--- config.mk ---
export PLATFORM = sky130hd
export DESIGN_NAME = pulse_period_measure_timer
export DESIGN_NICKNAME = d
export VERILOG_FILES = /design/src/pulse_period_pkg.sv /design/src/pulse_period_measure_timer.sv
export SDC_FILE = /design/constraint.sdc
export NUM_CORES = 1
export LEC_CHECK = 0
export ABC_AREA = 1
export BUFFER_PORTS_ARGS = -buffer_cell sky130_fd_sc_hd__buf_4
export CAP_MARGIN = 20
export CORE_UTILIZATION = 30
export CTS_CLUSTER_DIAMETER = 120
export DETAILED_ROUTE_END_ITERATION = 10
export GPL_TIMING_DRIVEN = 0
export SLEW_MARGIN = 10
export SYNTH_ARGS = -nofsm -noshare
export SYNTH_HDL_FRONTEND = slang
export SYNTH_SLANG_ARGS = --single-unit
export TNS_END_PERCENT = 5
--- constraint.sdc ---
create_clock -name I_SYS_CLK -period 1.6 [get_ports I_SYS_CLK]
set_input_delay 0.08 -clock I_SYS_CLK [delete_from_list [all_inputs] [get_ports I_SYS_CLK]]
set_output_delay 0.08 -clock I_SYS_CLK [all_outputs]
set_load 0.05 [all_outputs]
--- src/pulse_period_pkg.sv ---
// constants for the pulse period measurement timer
package pulse_period_pkg;
   localparam int unsigned ADDR_W = 3;
   localparam int unsigned DATA_W = 8;
   localparam int unsigned CNT_W  = 16;
   // register offsets
   localparam logic [2:0] OFS_CTRL     = 3'h0;
   localparam logic [2:0] OFS_IOC      = 3'h1;
   localparam logic [2:0] OFS_MODE     = 3'h2;
   localparam logic [2:0] OFS_CNT_LO   = 3'h3;
   localparam logic [2:0] OFS_CNT_HI   = 3'h4;
   localparam logic [2:0] OFS_IRQ_STAT = 3'h5;
   localparam logic [2:0] OFS_IRQ_MASK = 3'h6;
   // timer_control fields
   localparam int unsigned CTRL_START_B = 0;
   localparam int unsigned CTRL_RUN_B   = 1;
   localparam int unsigned CTRL_STOP_B  = 2;
   localparam int unsigned CTRL_EDGE_B  = 4;
   localparam int unsigned CTRL_UNF_B   = 5;
   // timer_io_control fields
   localparam int unsigned IOC_POL_B    = 0;
   localparam int unsigned IOC_FILT_LO  = 4;
   localparam int unsigned IOC_FILT_HI  = 5;
   // mode register fields
   localparam int unsigned MODE_LO      = 0;
   localparam int unsigned MODE_HI      = 2;
   localparam logic [2:0]  MODE_PERIOD  = 3'h4;
   // interrupt status / mask bits
   localparam int unsigned IRQ_EDGE_B   = 0;
   localparam int unsigned IRQ_UNF_B    = 1;
   // reset values
   localparam logic [7:0]  CTRL_RST     = 8'h00;
   localparam logic [7:0]  IOC_RST      = 8'h00;
   localparam logic [7:0]  MODE_RST     = 8'h00;
   localparam logic [15:0] RELOAD_RST   = 16'hFFFF;
   localparam logic [1:0]  IRQ_RST      = 2'h0;
   // filter stable-sample counts for select codes 01, 10, 11
   localparam logic [5:0]  FILT_LEN_1   = 6'h03;
   localparam logic [5:0]  FILT_LEN_2   = 6'h08;
   localparam logic [5:0]  FILT_LEN_3   = 6'h20;
endpackage

--- src/pulse_period_measure_timer.sv ---
// 16-bit timer channel measuring the period between active edges of an input
//
// Behaviour
// Control bit 4 is an active-edge flag, 0 meaning no edge since the last clear by writing 0.
// Control bit 5 is an underflow flag, 0 meaning no underflow, cleared by writing 0.
// With polarity bit 0 of the io control at 0 the period runs rising edge to rising edge.
// In this mode software keeps the output control, output enable and event gating bits at 0.
// Filter select bits 5:4 at 00 pass the measurement input with no filtering.
// An active edge sets the active-edge flag, ending one measurement period.
// A counter underflow during measurement sets the underflow flag.
// The 16-bit counter counts the internal source and takes reload values 0001h to FFFFh.
// Measurement runs only while the three-bit mode field holds 100.
// Each active edge captures the elapsed count for reading and restarts from the reload.
`timescale 1ns/1ps
module pulse_period_measure_timer (
   // clock and reset
   input  wire logic                            I_SYS_CLK,
   input  wire logic                            I_RESET_N,
   // register port
   input  wire logic [pulse_period_pkg::ADDR_W-1:0] I_ADDR,
   input  wire logic [pulse_period_pkg::DATA_W-1:0] I_WDATA,
   input  wire logic                            I_WR,
   input  wire logic                            I_RD,
   output logic      [pulse_period_pkg::DATA_W-1:0] O_RDATA,
   // measurement input pin
   input  wire logic                            I_MEASURE_INPUT_PIN,
   // interrupt
   output logic                                 O_IRQ
);
   import pulse_period_pkg::*;

   ////////////////////////////////////////////////////////////////////////////
   // register decode
   logic       wr_ctrl;
   logic       wr_ioc;
   logic       wr_mode;
   logic       wr_lo;
   logic       wr_hi;
   logic       wr_stat;
   logic       wr_mask;
   assign wr_ctrl = I_WR && (I_ADDR == OFS_CTRL);
   assign wr_ioc  = I_WR && (I_ADDR == OFS_IOC);
   assign wr_mode = I_WR && (I_ADDR == OFS_MODE);
   assign wr_lo   = I_WR && (I_ADDR == OFS_CNT_LO);
   assign wr_hi   = I_WR && (I_ADDR == OFS_CNT_HI);
   assign wr_stat = I_WR && (I_ADDR == OFS_IRQ_STAT);
   assign wr_mask = I_WR && (I_ADDR == OFS_IRQ_MASK);

   ////////////////////////////////////////////////////////////////////////////
   // software registers
   logic        start_q;
   logic [7:0]  ioc_q;
   logic [7:0]  mode_q;
   logic [15:0] reload_q;
   logic [7:0]  reload_lo_q;
   logic [1:0]  mask_q;
   logic        force_stop;
   logic        mode_ok;
   logic        run;
   assign force_stop = wr_ctrl && I_WDATA[CTRL_STOP_B];
   assign mode_ok    = (mode_q[MODE_HI:MODE_LO] == MODE_PERIOD);
   assign run        = start_q && mode_ok;

   always_ff @(posedge I_SYS_CLK) begin
      if (!I_RESET_N) begin
         start_q     <= 1'b0;
         ioc_q       <= IOC_RST;
         mode_q      <= MODE_RST;
         reload_q    <= RELOAD_RST;
         reload_lo_q <= 8'h00;
         mask_q      <= IRQ_RST;
      end else begin
         if (force_stop) begin
            start_q <= 1'b0;
         end else if (wr_ctrl) begin
            start_q <= I_WDATA[CTRL_START_B];
         end
         if (wr_ioc) begin
            ioc_q <= I_WDATA;
         end
         if (wr_mode) begin
            mode_q <= I_WDATA;
         end
         if (wr_lo) begin
            reload_lo_q <= I_WDATA;
         end
         // high byte commits the whole reload value
         if (wr_hi) begin
            reload_q <= {I_WDATA, reload_lo_q};
         end
         if (wr_mask) begin
            mask_q <= I_WDATA[1:0];
         end
      end
   end

   ////////////////////////////////////////////////////////////////////////////
   // input synchroniser and filter
   logic       sync1_q;
   logic       sync2_q;
   logic       filt_q;
   logic       filt_d;
   logic [5:0] stab_q;
   logic [5:0] stab_d;
   logic [5:0] filt_len;
   logic [1:0] filt_sel;
   assign filt_sel = ioc_q[IOC_FILT_HI:IOC_FILT_LO];
   assign filt_len = (filt_sel == 2'h1) ? FILT_LEN_1 :
                     (filt_sel == 2'h2) ? FILT_LEN_2 : FILT_LEN_3;

   always_comb begin
      stab_d = 6'h00;
      filt_d = filt_q;
      if (filt_sel == 2'h0) begin
         filt_d = sync2_q;
      end else if (sync2_q != filt_q) begin
         stab_d = stab_q + 6'h01;
         if (stab_d >= filt_len) begin
            filt_d = sync2_q;
            stab_d = 6'h00;
         end
      end
   end

   always_ff @(posedge I_SYS_CLK) begin
      if (!I_RESET_N) begin
         sync1_q <= 1'b0;
         sync2_q <= 1'b0;
         filt_q  <= 1'b0;
         stab_q  <= 6'h00;
      end else begin
         sync1_q <= I_MEASURE_INPUT_PIN;
         sync2_q <= sync1_q;
         filt_q  <= filt_d;
         stab_q  <= stab_d;
      end
   end

   ////////////////////////////////////////////////////////////////////////////
   // active edge: rising when polarity bit is 0, falling when 1
   logic filt_prev_q;
   logic edge_act;
   assign edge_act = ioc_q[IOC_POL_B] ? (filt_prev_q && !filt_q)
                                      : (!filt_prev_q && filt_q);

   always_ff @(posedge I_SYS_CLK) begin
      if (!I_RESET_N) begin
         filt_prev_q <= 1'b0;
      end else begin
         filt_prev_q <= filt_q;
      end
   end

   ////////////////////////////////////////////////////////////////////////////
   // period counter
   logic [15:0] cnt_q;
   logic [15:0] cnt_d;
   logic [15:0] cap_q;
   logic        edge_ev;
   logic        unf_ev;
   assign edge_ev = run && edge_act;
   assign unf_ev  = run && !edge_act && (cnt_q == 16'h0000);

   always_comb begin
      cnt_d = cnt_q;
      if (!start_q || wr_hi) begin
         cnt_d = wr_hi ? {I_WDATA, reload_lo_q} : reload_q;
      end else if (edge_ev || unf_ev) begin
         cnt_d = reload_q;
      end else if (run) begin
         cnt_d = cnt_q - 16'h0001;
      end
   end

   always_ff @(posedge I_SYS_CLK) begin
      if (!I_RESET_N) begin
         cnt_q <= RELOAD_RST;
         cap_q <= 16'h0000;
      end else begin
         cnt_q <= cnt_d;
         if (edge_ev) begin
            cap_q <= reload_q - cnt_q;
         end
      end
   end

   ////////////////////////////////////////////////////////////////////////////
   // flags: hardware set wins over software clear
   logic       edge_flag_q;
   logic       unf_flag_q;
   logic       clr_edge;
   logic       clr_unf;
   logic [1:0] stat_q;
   logic [1:0] stat_set;
   assign clr_edge = wr_ctrl && !I_WDATA[CTRL_EDGE_B];
   assign clr_unf  = wr_ctrl && !I_WDATA[CTRL_UNF_B];
   assign stat_set = {unf_ev, edge_ev};

   always_ff @(posedge I_SYS_CLK) begin
      if (!I_RESET_N) begin
         edge_flag_q <= 1'b0;
         unf_flag_q  <= 1'b0;
         stat_q      <= IRQ_RST;
      end else begin
         edge_flag_q <= edge_ev || (edge_flag_q && !clr_edge);
         unf_flag_q  <= unf_ev || (unf_flag_q && !clr_unf);
         stat_q      <= stat_set | (stat_q & ~(wr_stat ? I_WDATA[1:0] : 2'h0));
      end
   end

   assign O_IRQ = |(stat_q & mask_q);

   ////////////////////////////////////////////////////////////////////////////
   // read path
   logic [7:0] ctrl_rd;
   logic [7:0] rd_mux;
   assign ctrl_rd = {2'h0, unf_flag_q, edge_flag_q, 1'b0, 1'b0, run, start_q};
   assign rd_mux  = (I_ADDR == OFS_CTRL)     ? ctrl_rd :
                    (I_ADDR == OFS_IOC)      ? ioc_q :
                    (I_ADDR == OFS_MODE)     ? mode_q :
                    (I_ADDR == OFS_CNT_LO)   ? cap_q[7:0] :
                    (I_ADDR == OFS_CNT_HI)   ? cap_q[15:8] :
                    (I_ADDR == OFS_IRQ_STAT) ? {6'h00, stat_q} :
                    (I_ADDR == OFS_IRQ_MASK) ? {6'h00, mask_q} : 8'h00;

   always_ff @(posedge I_SYS_CLK) begin
      if (!I_RESET_N) begin
         O_RDATA <= 8'h00;
      end else begin
         O_RDATA <= I_RD ? rd_mux : 8'h00;
      end
   end
endmodule

; Word level (Yosys, flattened, before mapping)
; Index checks and enable logic that the tools add are counted.
[word_totals]
register_bits = 97
wordCells = 99
[classes]
add_sub_neg = 3
magnitude_cmp = 1
n_eq_ne = 10
n_mux = 18
n_bitwise = 7
n_reduce_logical = 42
[op_table]
columns = operator, count
row1 = $mux W16, 4
row2 = $mux W8, 4
row3 = $logic_and A1 B1 Y1, 18
row4 = $mux W6, 3
row5 = $logic_not A16 Y1, 1
row6 = $sub A16 B1 Y16 const B, 1
row7 = $sub A16 B16 Y16, 1
row8 = $eq A3 B3 Y1 const B, 4
row9 = $logic_not A1 Y1, 8
row10 = $add A6 B1 Y6 const B, 1
row11 = $eq A3 B2 Y1 const B, 2
row12 = $ge A6 B6 Y1, 1
row13 = $mux W2, 3
row14 = $and A2 B2 Y2, 2
row15 = $logic_or A1 B1 Y1, 4
row16 = $mux W1, 4
row17 = $reduce_and A2 Y1, 2
row18 = $reduce_bool A2 Y1, 2
row19 = $reduce_or A2 Y1, 2
row20 = $reduce_or A4 Y1, 1
row21 = $eq A3 B1 Y1 const B, 1
row22 = $logic_not A3 Y1, 1
row23 = $not A1 Y1, 3
row24 = $reduce_bool A3 Y1, 1
row25 = other kinds (7), 7

; Longest topological paths before layout
; Gate-level depths: netlist (run 1).
[depth]
depth_word = 9
depth_mapped = 14
depth_no_buf = 14

; Worst setup path before layout (run 1)
; No wires, ideal clock.
[synth_timing]
kind = register -> register
start = register reload_q[0]
end = register cap_q[14]
setup_time_ns = 0.109
arrival_time_ns = 1.650
required_ns = 1.491
path_slack_ns = -0.159
stages_incl_launch_ff = 14
cell_sequence = dfxtp_1 > inv_1 > ha_1 > fa_1 > inv_1 > nand3_1 > nand2_1 > nand2_1 > nand2_1 > nand3b_1 > nand3_1 > nand3_1 > nand2_1 > inv_1
[synth_via]
elab_chain_len = 1
[synth_lines]
columns = item, line_no
row1 = "start, declared", pulse_period_measure_timer.sv:54  ; logic [15:0] reload_q;
row2 = "start signal, assigned", pulse_period_measure_timer.sv:89  ; reload_q <= {I_WDATA, reload_lo_q};
row3 = $sub A16 B16 Y16, pulse_period_measure_timer.sv:182  ; cap_q <= reload_q - cnt_q;
row4 = "end signal, assigned", pulse_period_measure_timer.sv:182
row5 = "end, declared", pulse_period_measure_timer.sv:158  ; logic [15:0] cap_q;
; No other way between the ends.
; A chain may end at the register's enable or synchronous reset.

; Worst setup path after layout (run 1)
[layout_timing]
start = register cnt_q[1]
end = register cnt_q[8]
[layout_via]
elab_chain_len = 5
[layout_lines]
columns = item, line_no
row1 = "start, declared", pulse_period_measure_timer.sv:156  ; logic [15:0] cnt_q;
row2 = "start signal, assigned", pulse_period_measure_timer.sv:180  ; cnt_q <= cnt_d;
row3 = "parallel branches: the longest is 5 deep, another holds $sub A16 B1 Y16", n/a
; Several ways; the timed one is not identified. The select of a mux whose other input is x is not followed.

==> run summary, run 1 <==
Antenna violations before repair -> 0
Initial Utilization -> 30.79%
Placed inst area -> 6016 µm²
CP cell instances -> inv_4, ha_4, nand2_1, nor2_1, nand2_2, o21ai_4, buf_6, nand2_2, nand3_2, nand2_2, nand2_1, nand2_1
DR vias/cell -> 4.844
Most frequent cells in the layout -> nand2_1, inv_1, dfxtp_1, nor2_1, a21oi_1
Fin crit share -> 108.3%
Comb pwr share -> 16.5%
WL/cell -> 15.10 µm
Port bufs -> 23
Crit path kind -> reg -> reg
# diodes -> 0
CTS root buf -> clkbuf_16
Final hold violation count -> 0
1st-pass router iterations -> 5
Yosys Warn Count -> 0
Post-route antenna net violation count -> 0
Drt initial violations -> 429
Cell Int Power -> 3926 µW
Gpl congestion -> 0.8768
NetSw -> 1647 µW
Normalized max-slew margin -> 52.55%
CP max stage delay -> 0.37 ns
FF+latch area -> 1983 µm²
Layout area overhead -> 26.85%
RSZ-0062 raised after global routing -> true
Global-route wire length before repair -> 27390 µm
Dpl ws -> -0.4228 ns
Status -> finished, violations left
Grt ovf -> 0
Slew Limit Fails -> 0
Sequential area share after synthesis -> 34.99%
Worst path arrival time -> 1.98 ns
Synthesis-stage register bit count -> 97
Critical Path RT -> 1.85 ns
Num CTS Buffers -> 9
Final Skew -> 0.009817 ns
Maxcap violations -> 0
Leakage -> 0.003252 µW
Final core utilization -> 39.05%
Count of cell types in the netlist -> 37
Final worst setup slack -> -0.1335 ns
Die H -> 138.0 µm
Clock Latency Late Sink -> 0.36 ns
Hold crit path type -> in -> reg
Yosys top cell by area -> dfxtp_1
Area of the core -> 18020 µm²
Vias after detailed routing -> 5566
Failing checks -> setup timing
Vias in the first global route -> 5068
Synth top area share -> 34.99%
Final #Nets -> 957
Top cells by area, synth -> dfxtp_1, nand2_1, inv_1
Synth Instances -> 858
DRT Wirelength -> 17350 µm
Fin crit period -> 1.734 ns
Clock buffer depth -> 2
Total track usage -> 18.19%
CTS tree -> built
Die W -> 138.0 µm
Largest net degree at the start of global routing -> 18
Non-Filler Instances -> 1149
Multi-input logic area -> 3506 µm²
Maximum clock frequency -> 576.9 MHz
Sequential share of power -> 45.3%
HPWL after DPL -> 12710 µm
Critical Path Start Type -> register
Slowest stage cell, crit path -> dfxtp_4
Clock power share -> 38.3%
DIE AREA -> 19050 µm²
Critical path capture point type -> register
# fillers -> 1937
Syn_nets -> 900
Slew @ Worst Pin -> 0.7092 ns
Syn avg cell area -> 6.467 µm²
CP max FO -> 5
Setup TNS -> -1.655 ns
Synthesized area -> 5549 µm²
Cell count after placement -> 1110
Sw Ratio -> 29.56%
H-Tree Depth -> 3
Most common cell after layout, fill and taps aside -> nand2_1
CTS Sinks -> 97
Worst vdd ir -> 730.3 µV
Remaining DRCs -> 0
Worst-path clk slew -> 0.07 ns
Number of I/O pins -> 25
Final setup viols -> 25
Num rows -> 49
PD cells -> 791.8 nW/µm²
Design Area, Final -> 7039 µm²
Ratio of cells with drive above 1 in the final layout -> 22.07%
[power groups by stage]
stage	Combinational (µW)	Sequential [µW]	Clock [µW]
after floorplan	541	2560	0
after global placement	745	2570	0
after detailed placement	750	2570	0
after CTS	857	2520	2190
after global routing	1020	2530	2270
final	917	2520	2130
[cell type report]
| class | count | area share, % |
|---|---|---|
| Clock inverter | 6 | 0.6932 |
| Buffer | 25 | 1.849 |
| Sequential cell | 97 | 28.17 |
| Tap cell | 229 | 4.070 |
| Multi-Input combinational cell | 614 | 49.80 |
| Timing Repair Buffer | 46 | 5.368 |
| Clock buffer | 10 | 3.395 |
| Inverter | 122 | 6.648 |
[layer usage]
metal  part of all wire [%]  up-vias  global-route usage, %
met1                     45     2531                  23.63
met2                     45      166                  28.79
li1                       -     2832                      -
met3                    5.5       37                  3.810
met4                    3.9        0                  8.444
met5                      0        -                      0
[synth_stat cells, drive strengths merged]
cell type	n
nand2	246
inv	121
dfxtp	97
nor2	93
o21ai	68
a21oi	65
nand3	65
ha	25
clkbuf	13
xor2	13
buf	12
or2	9
xnor2	5
a221oi	4
nand4	4
nor3	4
a21o	3
a31oi	2
a41oi	2
nand3b	2
a22o	1
and2	1
clkinv	1
fa	1
o211ai	1
[final timing paths]
kind,start,end,slack (ns),depth (start not counted)
min reg2reg,sync1_q,sync2_q,0.42,2
min,I_RD,O_RDATA[5],0.02,3
max reg2reg,cnt_q[1],cnt_q[8],-0.13,12
max,cnt_q[1],cnt_q[8],-0.13,12
[kinds of logic after synthesis]
logic type,count (synthesis),share of synthesized area (%)
AND/OR/NAND/NOR,424,31.77
adder cells (fa/ha/maj),26,5.998
buffers and inverters,147,10.33
AO/OA/AOI/OAI,146,14.07
XOR/XNOR,18,2.841
flip-flops,97,34.99
[state kept, by name, indices dropped and copies added, names as in the netlist, 2 cells and up]
signal       cells
O_RDATA          8
mask_q           2
mode_q           8
reload_q        16
stat_q           2
ioc_q            8
cap_q           16
reload_lo_q      8
stab_q           6
cnt_q           16
[worst max-delay path, delay by kind of cell (launching register included)]
family,cells,cell delay [ns]
buffers and inverters,2,0.28
AND/OR/NAND/NOR,8,0.58
AO/OA/AOI/OAI,1,0.25
adder cells (fa/ha/maj),1,0.14
flip-flops,1,0.37
[per-stage QoR]
step / total power, µW / hold slack (ns)
after CTS: 5569 / 0.01030
final: 5574 / 0.01993
after global placement: 3317 / 0.2712
after floorplan: 3097 / 0.1776
after detailed placement: 3322 / 0.2681
after global routing: 5814 / 0.02997
[what timing repair did]
action | CTS | global route
resized for setup | 97 | 60
endpoints found under the setup margin | 43 | 36
pin swaps | 16 | 24
gates cloned | 1 | 0
hold endpoints to repair | 2 | 0
hold buffers | 2 | 0
setup buffers | 13 | 7
Power figures use the tool's default switching activity.
==> run 2, diff against run 1 <==
ABC_AREA = default   (was 1)
CTS_CLUSTER_DIAMETER = default   (was 120)
==> run 2 against run 1 <==
Net effect:
- the flow still finishes with violations (setup timing)
- non-clock buffer count is 1 lower
- first-iteration DRC count is 9.8% higher
- critical path depth down 4
- critical path type unchanged
- critical endpoint is now cap_q[11]
- largest power group unchanged
- highest routed layer unchanged
==> run summary, run 2 <==
Top-count cell post-synth -> nand2_1
Normalized max-slew margin -> 48.77% (-3.8 points)
Post-synth top flop -> dfxtp_1
Final #Nets -> 755 (-21%)
Most common cell after layout, fill and taps aside -> nand2_1
Failing checks -> setup timing
Ratio of cells with drive above 1 in the final layout -> 20.61% (-1.5 points)
Syn avg cell area -> 8.107 µm² (+25%)
Initial Utilization -> 30.94% (+0.16 points)
CP max FO -> 5 (unchanged)
Gpl congestion -> 0.8770 (about the same)
Slew @ Worst Pin -> 0.7684 ns (+0.05922 ns)
Worst vdd ir -> 598.7 µV (-18%)
Die W -> 136.3 µm (-1.3%)
Hold crit path type -> in -> reg
Global-route wire length before repair -> 26460 µm (-3.4%)
WL/cell -> 17.93 µm (+19%)
PD cells -> 848.4 nW/µm² (+7.1%)
Final worst setup slack -> -0.5290 ns (-0.3955 ns)
Leakage -> 0.002699 µW (-17%)
Synthesis-stage register bit count -> 97 (unchanged)
Status -> finished, violations left
Synth Instances -> 667 (-22%)
Comb pwr share -> 15.9% (-0.6 points)
Maximum clock frequency -> 469.7 MHz (-19%)
Hold Path Cell Cnt -> 3 (unchanged)
Worst-path clk slew -> 0.07 ns (about the same)
Yosys top cell by area -> dfxtp_1
Die H -> 136.3 µm (-1.3%)
1st-pass router iterations -> 6 (+1)
Grt ovf -> 0 (unchanged)
NetSw -> 1558 µW (-5.4%)
DR vias/cell -> 5.313 (+9.7%)
Antenna violations before repair -> 0 (unchanged)
RSZ-0062 raised after global routing -> true
Worst Hold Margin -> 0.02317 ns (+0.003249 ns)
Sequential share of power -> 44.4% (-0.9 points)
Final hold violation count -> 0 (unchanged)
Critical Path RT -> 1.88 ns (+0.03 ns)
Fin crit period -> 2.129 ns (+0.3955 ns)
R2r worst-path depth -> 8 (-4)
Crit path kind -> reg -> reg
Port bufs -> 21 (-8.7%)
Design Area, Final -> 6674 µm² (-5.2%)
Most frequent cells in the layout -> nand2_1, dfxtp_1, buf_4
DIE AREA -> 18570 µm² (-2.5%)
Top cells by area, synth -> dfxtp_1, nand2_1, ha_1
Fin crit share -> 133.1% (+25 points)
Area of the core -> 17480 µm² (-3.0%)
Vias after detailed routing -> 5010 (-10%)
Total track usage -> 19.06% (+0.87 points)
Maxcap violations -> 0 (unchanged)
Critical Path Start Type -> register
Sw Ratio -> 27.52% (-2.0 points)
Clock buffer depth -> 2 (unchanged)
Final Skew -> 0.007748 ns (-0.002068 ns)
Count of cell types in the netlist -> 66 (+78%)
Commonest cells post-synth -> nand2_1, dfxtp_1, nor2_1
CTS tree -> built
Largest net degree at the start of global routing -> 16 (-2)
Post-route antenna net violation count -> 0 (unchanged)
Drt initial violations -> 471 (+9.8%)
Yosys Warn Count -> 0 (unchanged)
CTS root buf -> clkbuf_16
Vias in the first global route -> 4608 (-9.1%)
Clock Latency Late Sink -> 0.36 ns (about the same)
Synthesized area -> 5408 µm² (-2.5%)
Crit path from -> cnt_q[1]
DRT Wirelength -> 16910 µm (-2.6%)
Number of I/O pins -> 25 (unchanged)
# diodes -> 0 (unchanged)
Post-synth EDFFs -> 0 (unchanged)
HPWL after DPL -> 12210 µm (-3.9%)
Synth top area share -> 35.91% (+0.91 points)
Placed inst area -> 5902 µm² (-1.9%)
Top flop regs -> cap_q x16, cnt_q x16, reload_q x16
H-Tree Depth -> 3 (unchanged)
Num CTS Buffers -> 9 (unchanged)
Non-Filler Instances -> 943 (-18%)
Sequential area share after synthesis -> 35.91% (+0.91 points)
Cell count after placement -> 913 (-18%)
Remaining DRCs -> 0 (unchanged)
Final setup viols -> 36 (+44%)
Worst path arrival time -> 2.41 ns (+0.43 ns)
CTS Sinks -> 97 (unchanged)
Critical path capture point type -> register
Flop2flop setup slack -> -0.53 ns (-0.40 ns)
Slew Limit Fails -> 0 (unchanged)
Synth async-reset ratio -> 0% (unchanged)
Clock power share -> 39.7% (+1.4 points)
Layout area overhead -> 23.42%
Crit path capture -> cap_q[11]
FF-to-FF Start -> cnt_q[1]
Syn_nets -> 709 (-21%)
Num rows -> 48 (-2.0%)
Cell Int Power -> 4104 µW (+4.5%)
# fillers -> 1777 (-8.3%)
R2r endpoint -> cap_q[11]
run 2: cells by family after synthesis:
logic type / synth area share (%)
mux: 4.396
flops: 35.91
xor+xnor: 3.887
fa+ha+maj: 6.155
buf+inv: 4.674
compound gates: 21.03
simple gates: 23.95
run 2: power groups by stage:
| stage | clock network [µW] | registers (µW) | logic, µW |
|---|---|---|---|
| floorplan | 0 | 2560 | 505 |
| global placement | 0 | 2570 | 721 |
| detailed placement | 0 | 2570 | 724 |
| CTS | 2270 | 2520 | 817 |
| global route | 2370 | 2520 | 972 |
| finish | 2250 | 2520 | 899 |
run 2: what timing repair did:
item / in CTS / in global routing
hold buffers: 1 / 0
endpoints found under the hold margin: 1 / 0
setup endpoints to repair: 48 / 50
gates resized for setup: 78 / 34
setup buffers: 9 / 5
pin swaps: 23 / 12
run 2: how the worst min path moves through the flow:
| stage | slack (ns) | from | end |
|---|---|---|---|
| after floorplan | 0.20 | I_WDATA[1] | reload_q[9] |
| after global placement | 0.29 | I_MEASURE_INPUT_PIN | sync1_q |
| after detailed placement | 0.29 | I_MEASURE_INPUT_PIN | sync1_q |
| after CTS | 0.01 | I_WDATA[3] | ioc_q[3] |
| after global routing | 0.02 | I_WDATA[4] | ioc_q[4] |
| final | 0.02 | I_WDATA[3] | ioc_q[3] |
run 2: through the flow:
stage | worst slack, ns | TNS (ns) | util (%) | total power (µW)
after CTS | -0.5242 | -10.56 | 37.43 | 5600
after global routing | -0.6175 | -14.03 | 38.19 | 5864
after floorplan | -0.3252 | -5.992 | - | 3061
after global placement | -0.7436 | -27.37 | 33.77 | 3290
final | -0.5290 | -10.29 | 38.19 | 5662
after detailed placement | -0.7646 | -27.01 | 33.77 | 3293
run 2: layout make-up:
| cell class | instances | area, µm² | share of cell area [%] |
|---|---|---|---|
| multi-input cells | 506 | 3533 | 52.94 |
| flip-flops and latches | 97 | 1982 | 29.70 |
| well taps | 225 | 281.5 | 4.218 |
| repair buffers | 36 | 272.8 | 4.087 |
| clock buffers | 12 | 246.5 | 3.693 |
| plain buffers | 34 | 192.7 | 2.887 |
| inverters | 29 | 113.9 | 1.706 |
| clock inverters | 4 | 51.30 | 0.7687 |
run 2: metal layers:
layer	GRT usage, %	wire length, µm
met5	0	0
met4	5.370	328
met3	4.512	944
met2	29.58	7679
met1	26.08	7956
run 2: critical path, cell delays in order, from the launching register on:
cell      delay (ns)
dfxtp_4         0.36
inv_4           0.04
ha_4            0.22
nor2b_4         0.13
o2111a_1        0.26
o211ai_1        0.27
o211ai_1        0.23
or3_1           0.39
a31oi_1         0.16
==> run 3, diff against run 2 <==
SKIP_LAST_GASP = 1   (was default)
==> run 3 against run 2 <==
Net effect:
- the run still ends with setup timing left
- design area decreased by 2.0%
- utilization is 0.77 points lower
- first-iteration DRC count down 17%
- register-to-register slack barely moved
- count of clock-buffer cells in the layout unchanged
- combinational power fell by 5.6%
- power decreased by 1.1%
- global-route usage fell by 0.13 points
- largest cell class unchanged
- highest routed layer unchanged
==> run summary, run 3 (synthesized netlist as in run 2, its figures left out) <==
Status -> finished, violations left
Failing checks -> setup timing
Slew @ Worst Pin -> 0.7628 ns (-0.005652 ns)
Num CTS Buffers -> 9 (unchanged)
Num rows -> 48 (unchanged)
DR vias/cell -> 5.319 (+0.12%)
1st-pass router iterations -> 5 (-1)
# diodes -> 0 (unchanged)
Most frequent cells in the layout -> nand2_1, dfxtp_1, nor2_1
Post-route antenna net violation count -> 0 (unchanged)
Remaining DRCs -> 0 (unchanged)
RSZ-0062 raised after global routing -> true
Final worst setup slack -> -0.5409 ns (-0.01191 ns)
Antenna violations before repair -> 0 (unchanged)
Largest net degree at the start of global routing -> 16 (unchanged)
Clock Latency Late Sink -> 0.36 ns (about the same)
Hold Path Cell Cnt -> 3 (unchanged)
Maxcap violations -> 0 (unchanged)
Layout area overhead -> 20.92%
CP max FO -> 4 (-1)
Dpl ws -> -0.7646 ns (unchanged)
FF-to-FF Start -> cnt_q[1]
Slowest stage cell, crit path -> dfxtp_4
Final hold violation count -> 0 (unchanged)
Maximum clock frequency -> 467.1 MHz (-0.56%)
Worst vdd ir -> 589.2 µV (-1.6%)
Crit path kind -> reg -> reg
Family with the most delay on the worst path -> compound AO/OA/AOI/OAI gates
Worst path arrival time -> 2.39 ns (-0.02 ns)
Crit-path most repeated cell -> o211ai_1
Final Skew -> 0.008017 ns (+0.0002687 ns)
CTS Sinks -> 97 (unchanged)
CTS root buf -> clkbuf_16
Initial Utilization -> 30.94% (unchanged)
Min-Delay Endpoint -> ioc_q[3]
Vias after detailed routing -> 5032 (+0.44%)
DRT Wirelength -> 16870 µm (-0.22%)
Critical path capture point type -> register
PD cells -> 856.7 nW/µm² (+0.97%)
Area of the core -> 17480 µm² (unchanged)
Gpl congestion -> 0.8770 (unchanged)
Final #Nets -> 758 (+0.40%)
Critical Path RT -> 1.85 ns (-0.03 ns)
R2r worst-path depth -> 9 (+1)
Vias in the first global route -> 4552 (-1.2%)
Fin crit period -> 2.141 ns (+0.01191 ns)
Number of I/O pins -> 25 (unchanged)
Flop2flop setup slack -> -0.54 ns (about the same)
CP max stage delay -> 0.35 ns (-0.04 ns)
Die H -> 136.3 µm (unchanged)
Most common cell after layout, fill and taps aside -> nand2_1
Critical Path Start Type -> register
WL/cell -> 17.83 µm (-0.54%)
HPWL after DPL -> 12210 µm (unchanged)
Total track usage -> 18.93% (-0.13 points)
# fillers -> 1787 (+0.56%)
Setup TNS -> -15.76 ns (-5.471 ns)
Slew Limit Fails -> 0 (unchanged)
Global-route wire length before repair -> 26250 µm (-0.81%)
Clock buffer depth -> 2 (unchanged)
Hold crit path type -> in -> reg
Worst-path clk slew -> 0.06 ns (about the same)
Leakage -> 0.002658 µW (-1.6%)
Power Total -> 5602 µW (-1.1%)
R2r endpoint -> cap_q[13]
DIE AREA -> 18570 µm² (unchanged)
Grt ovf -> 0 (unchanged)
Die W -> 136.3 µm (unchanged)
Hold wc startpoint -> I_WDATA[3]
Ratio of cells with drive above 1 in the final layout -> 17.48% (-3.1 points)
CP cell instances -> inv_4, ha_4, nor2b_4, o2111a_1, o211ai_1, o211ai_1, buf_4, a31o_1, o21a_1
Final setup viols -> 49 (+36%)
CP bufs+invs -> 2 (+1)
Fin crit share -> 133.8% (+0.74 points)
Normalized max-slew margin -> 49.15% (+0.38 points)
Top flop regs -> cap_q x16, cnt_q x16, reload_q x16
H-Tree Depth -> 3 (unchanged)
Drt initial violations -> 389 (-17%)
CTS tree -> built
Port bufs -> 21 (unchanged)
-- run 3: cell count changes in the layout (fill, tap and decap cells not counted), sizes merged --
| cell | previous run | this run |
|---|---|---|
| clkbuf | 35 | 36 |
| buf | 46 | 48 |
-- run 3: stage by stage --
step	hold slack (ns)	instance area, µm²	cells	util (%)
global placement	0.2912	5902	913	33.77
finish	0.02291	6539	946	37.41
global route	0.02140	6539	946	37.41
CTS	0.01355	6357	939	36.38
floorplan	0.2006	5463	667	-
detailed placement	0.2930	5902	913	33.77
-- run 3: what timing repair did --
item | CTS | global route
pin swaps | 15 | 11
gates resized for setup | 27 | 29
endpoints found under the setup margin | 48 | 54
hold buffers | 1 | 0
buffers inserted | 9 | 8
hold endpoints to repair | 1 | 0
-- run 3: area by class of cell --
| type | count | area (µm²) | area share, % |
|---|---|---|---|
| inverter | 29 | 113.9 | 1.741 |
| clock inverter | 4 | 51.30 | 0.7845 |
| sequential | 97 | 1973 | 30.18 |
| timing repair buffer | 39 | 295.3 | 4.516 |
| multi-input combinational | 506 | 3432 | 52.49 |
| tap | 225 | 281.5 | 4.305 |
| buffer | 34 | 145.1 | 2.220 |
| clock buffer | 12 | 246.5 | 3.770 |
-- run 3: routing by layer --
| layer | wire length (µm) | GRT usage [%] | up-vias | part of all wire (%) |
|---|---|---|---|---|
| met4 | 321 | 5.000 | 0 | 1.9 |
| met2 | 7655 | 29.27 | 174 | 45 |
| met1 | 7779 | 26.34 | 2375 | 46 |
| li1 | - | - | 2460 | - |
| met3 | 1113 | 4.101 | 23 | 6.6 |
| met5 | 0 | 0 | - | 0 |
-- run 3: power breakdown --
group          internal, µW  switching [µW]  total [µW]
Combinational           360             489         849
Clock                  1260             985        2240
Sequential             2460            52.6        2510
-- run 3: worst max-delay path by stage --
stage	from	to	slack, ns	cells after the start
3_5_place_dp	cnt_q[0]	cnt_q[12]	-0.76	8
4_1_cts	cnt_q[1]	cap_q[11]	-0.52	8
3_3_place_gp	cnt_q[0]	cnt_q[12]	-0.74	8
2_1_floorplan	cnt_q[1]	cap_q[11]	-0.33	8
5_1_grt	cnt_q[1]	cap_q[13]	-0.62	9
6_report	cnt_q[1]	cap_q[13]	-0.54	9
-- run 3: worst register-to-register path, delay by kind of cell (launching register included) --
kind / cells / cell delay (ns)
AND/OR/NAND/NOR: 1 / 0.13
AO/OA/AOI/OAI: 5 / 1.13
adder cells (fa/ha/maj): 1 / 0.18
flip-flops: 1 / 0.35
buffers and inverters: 2 / 0.25
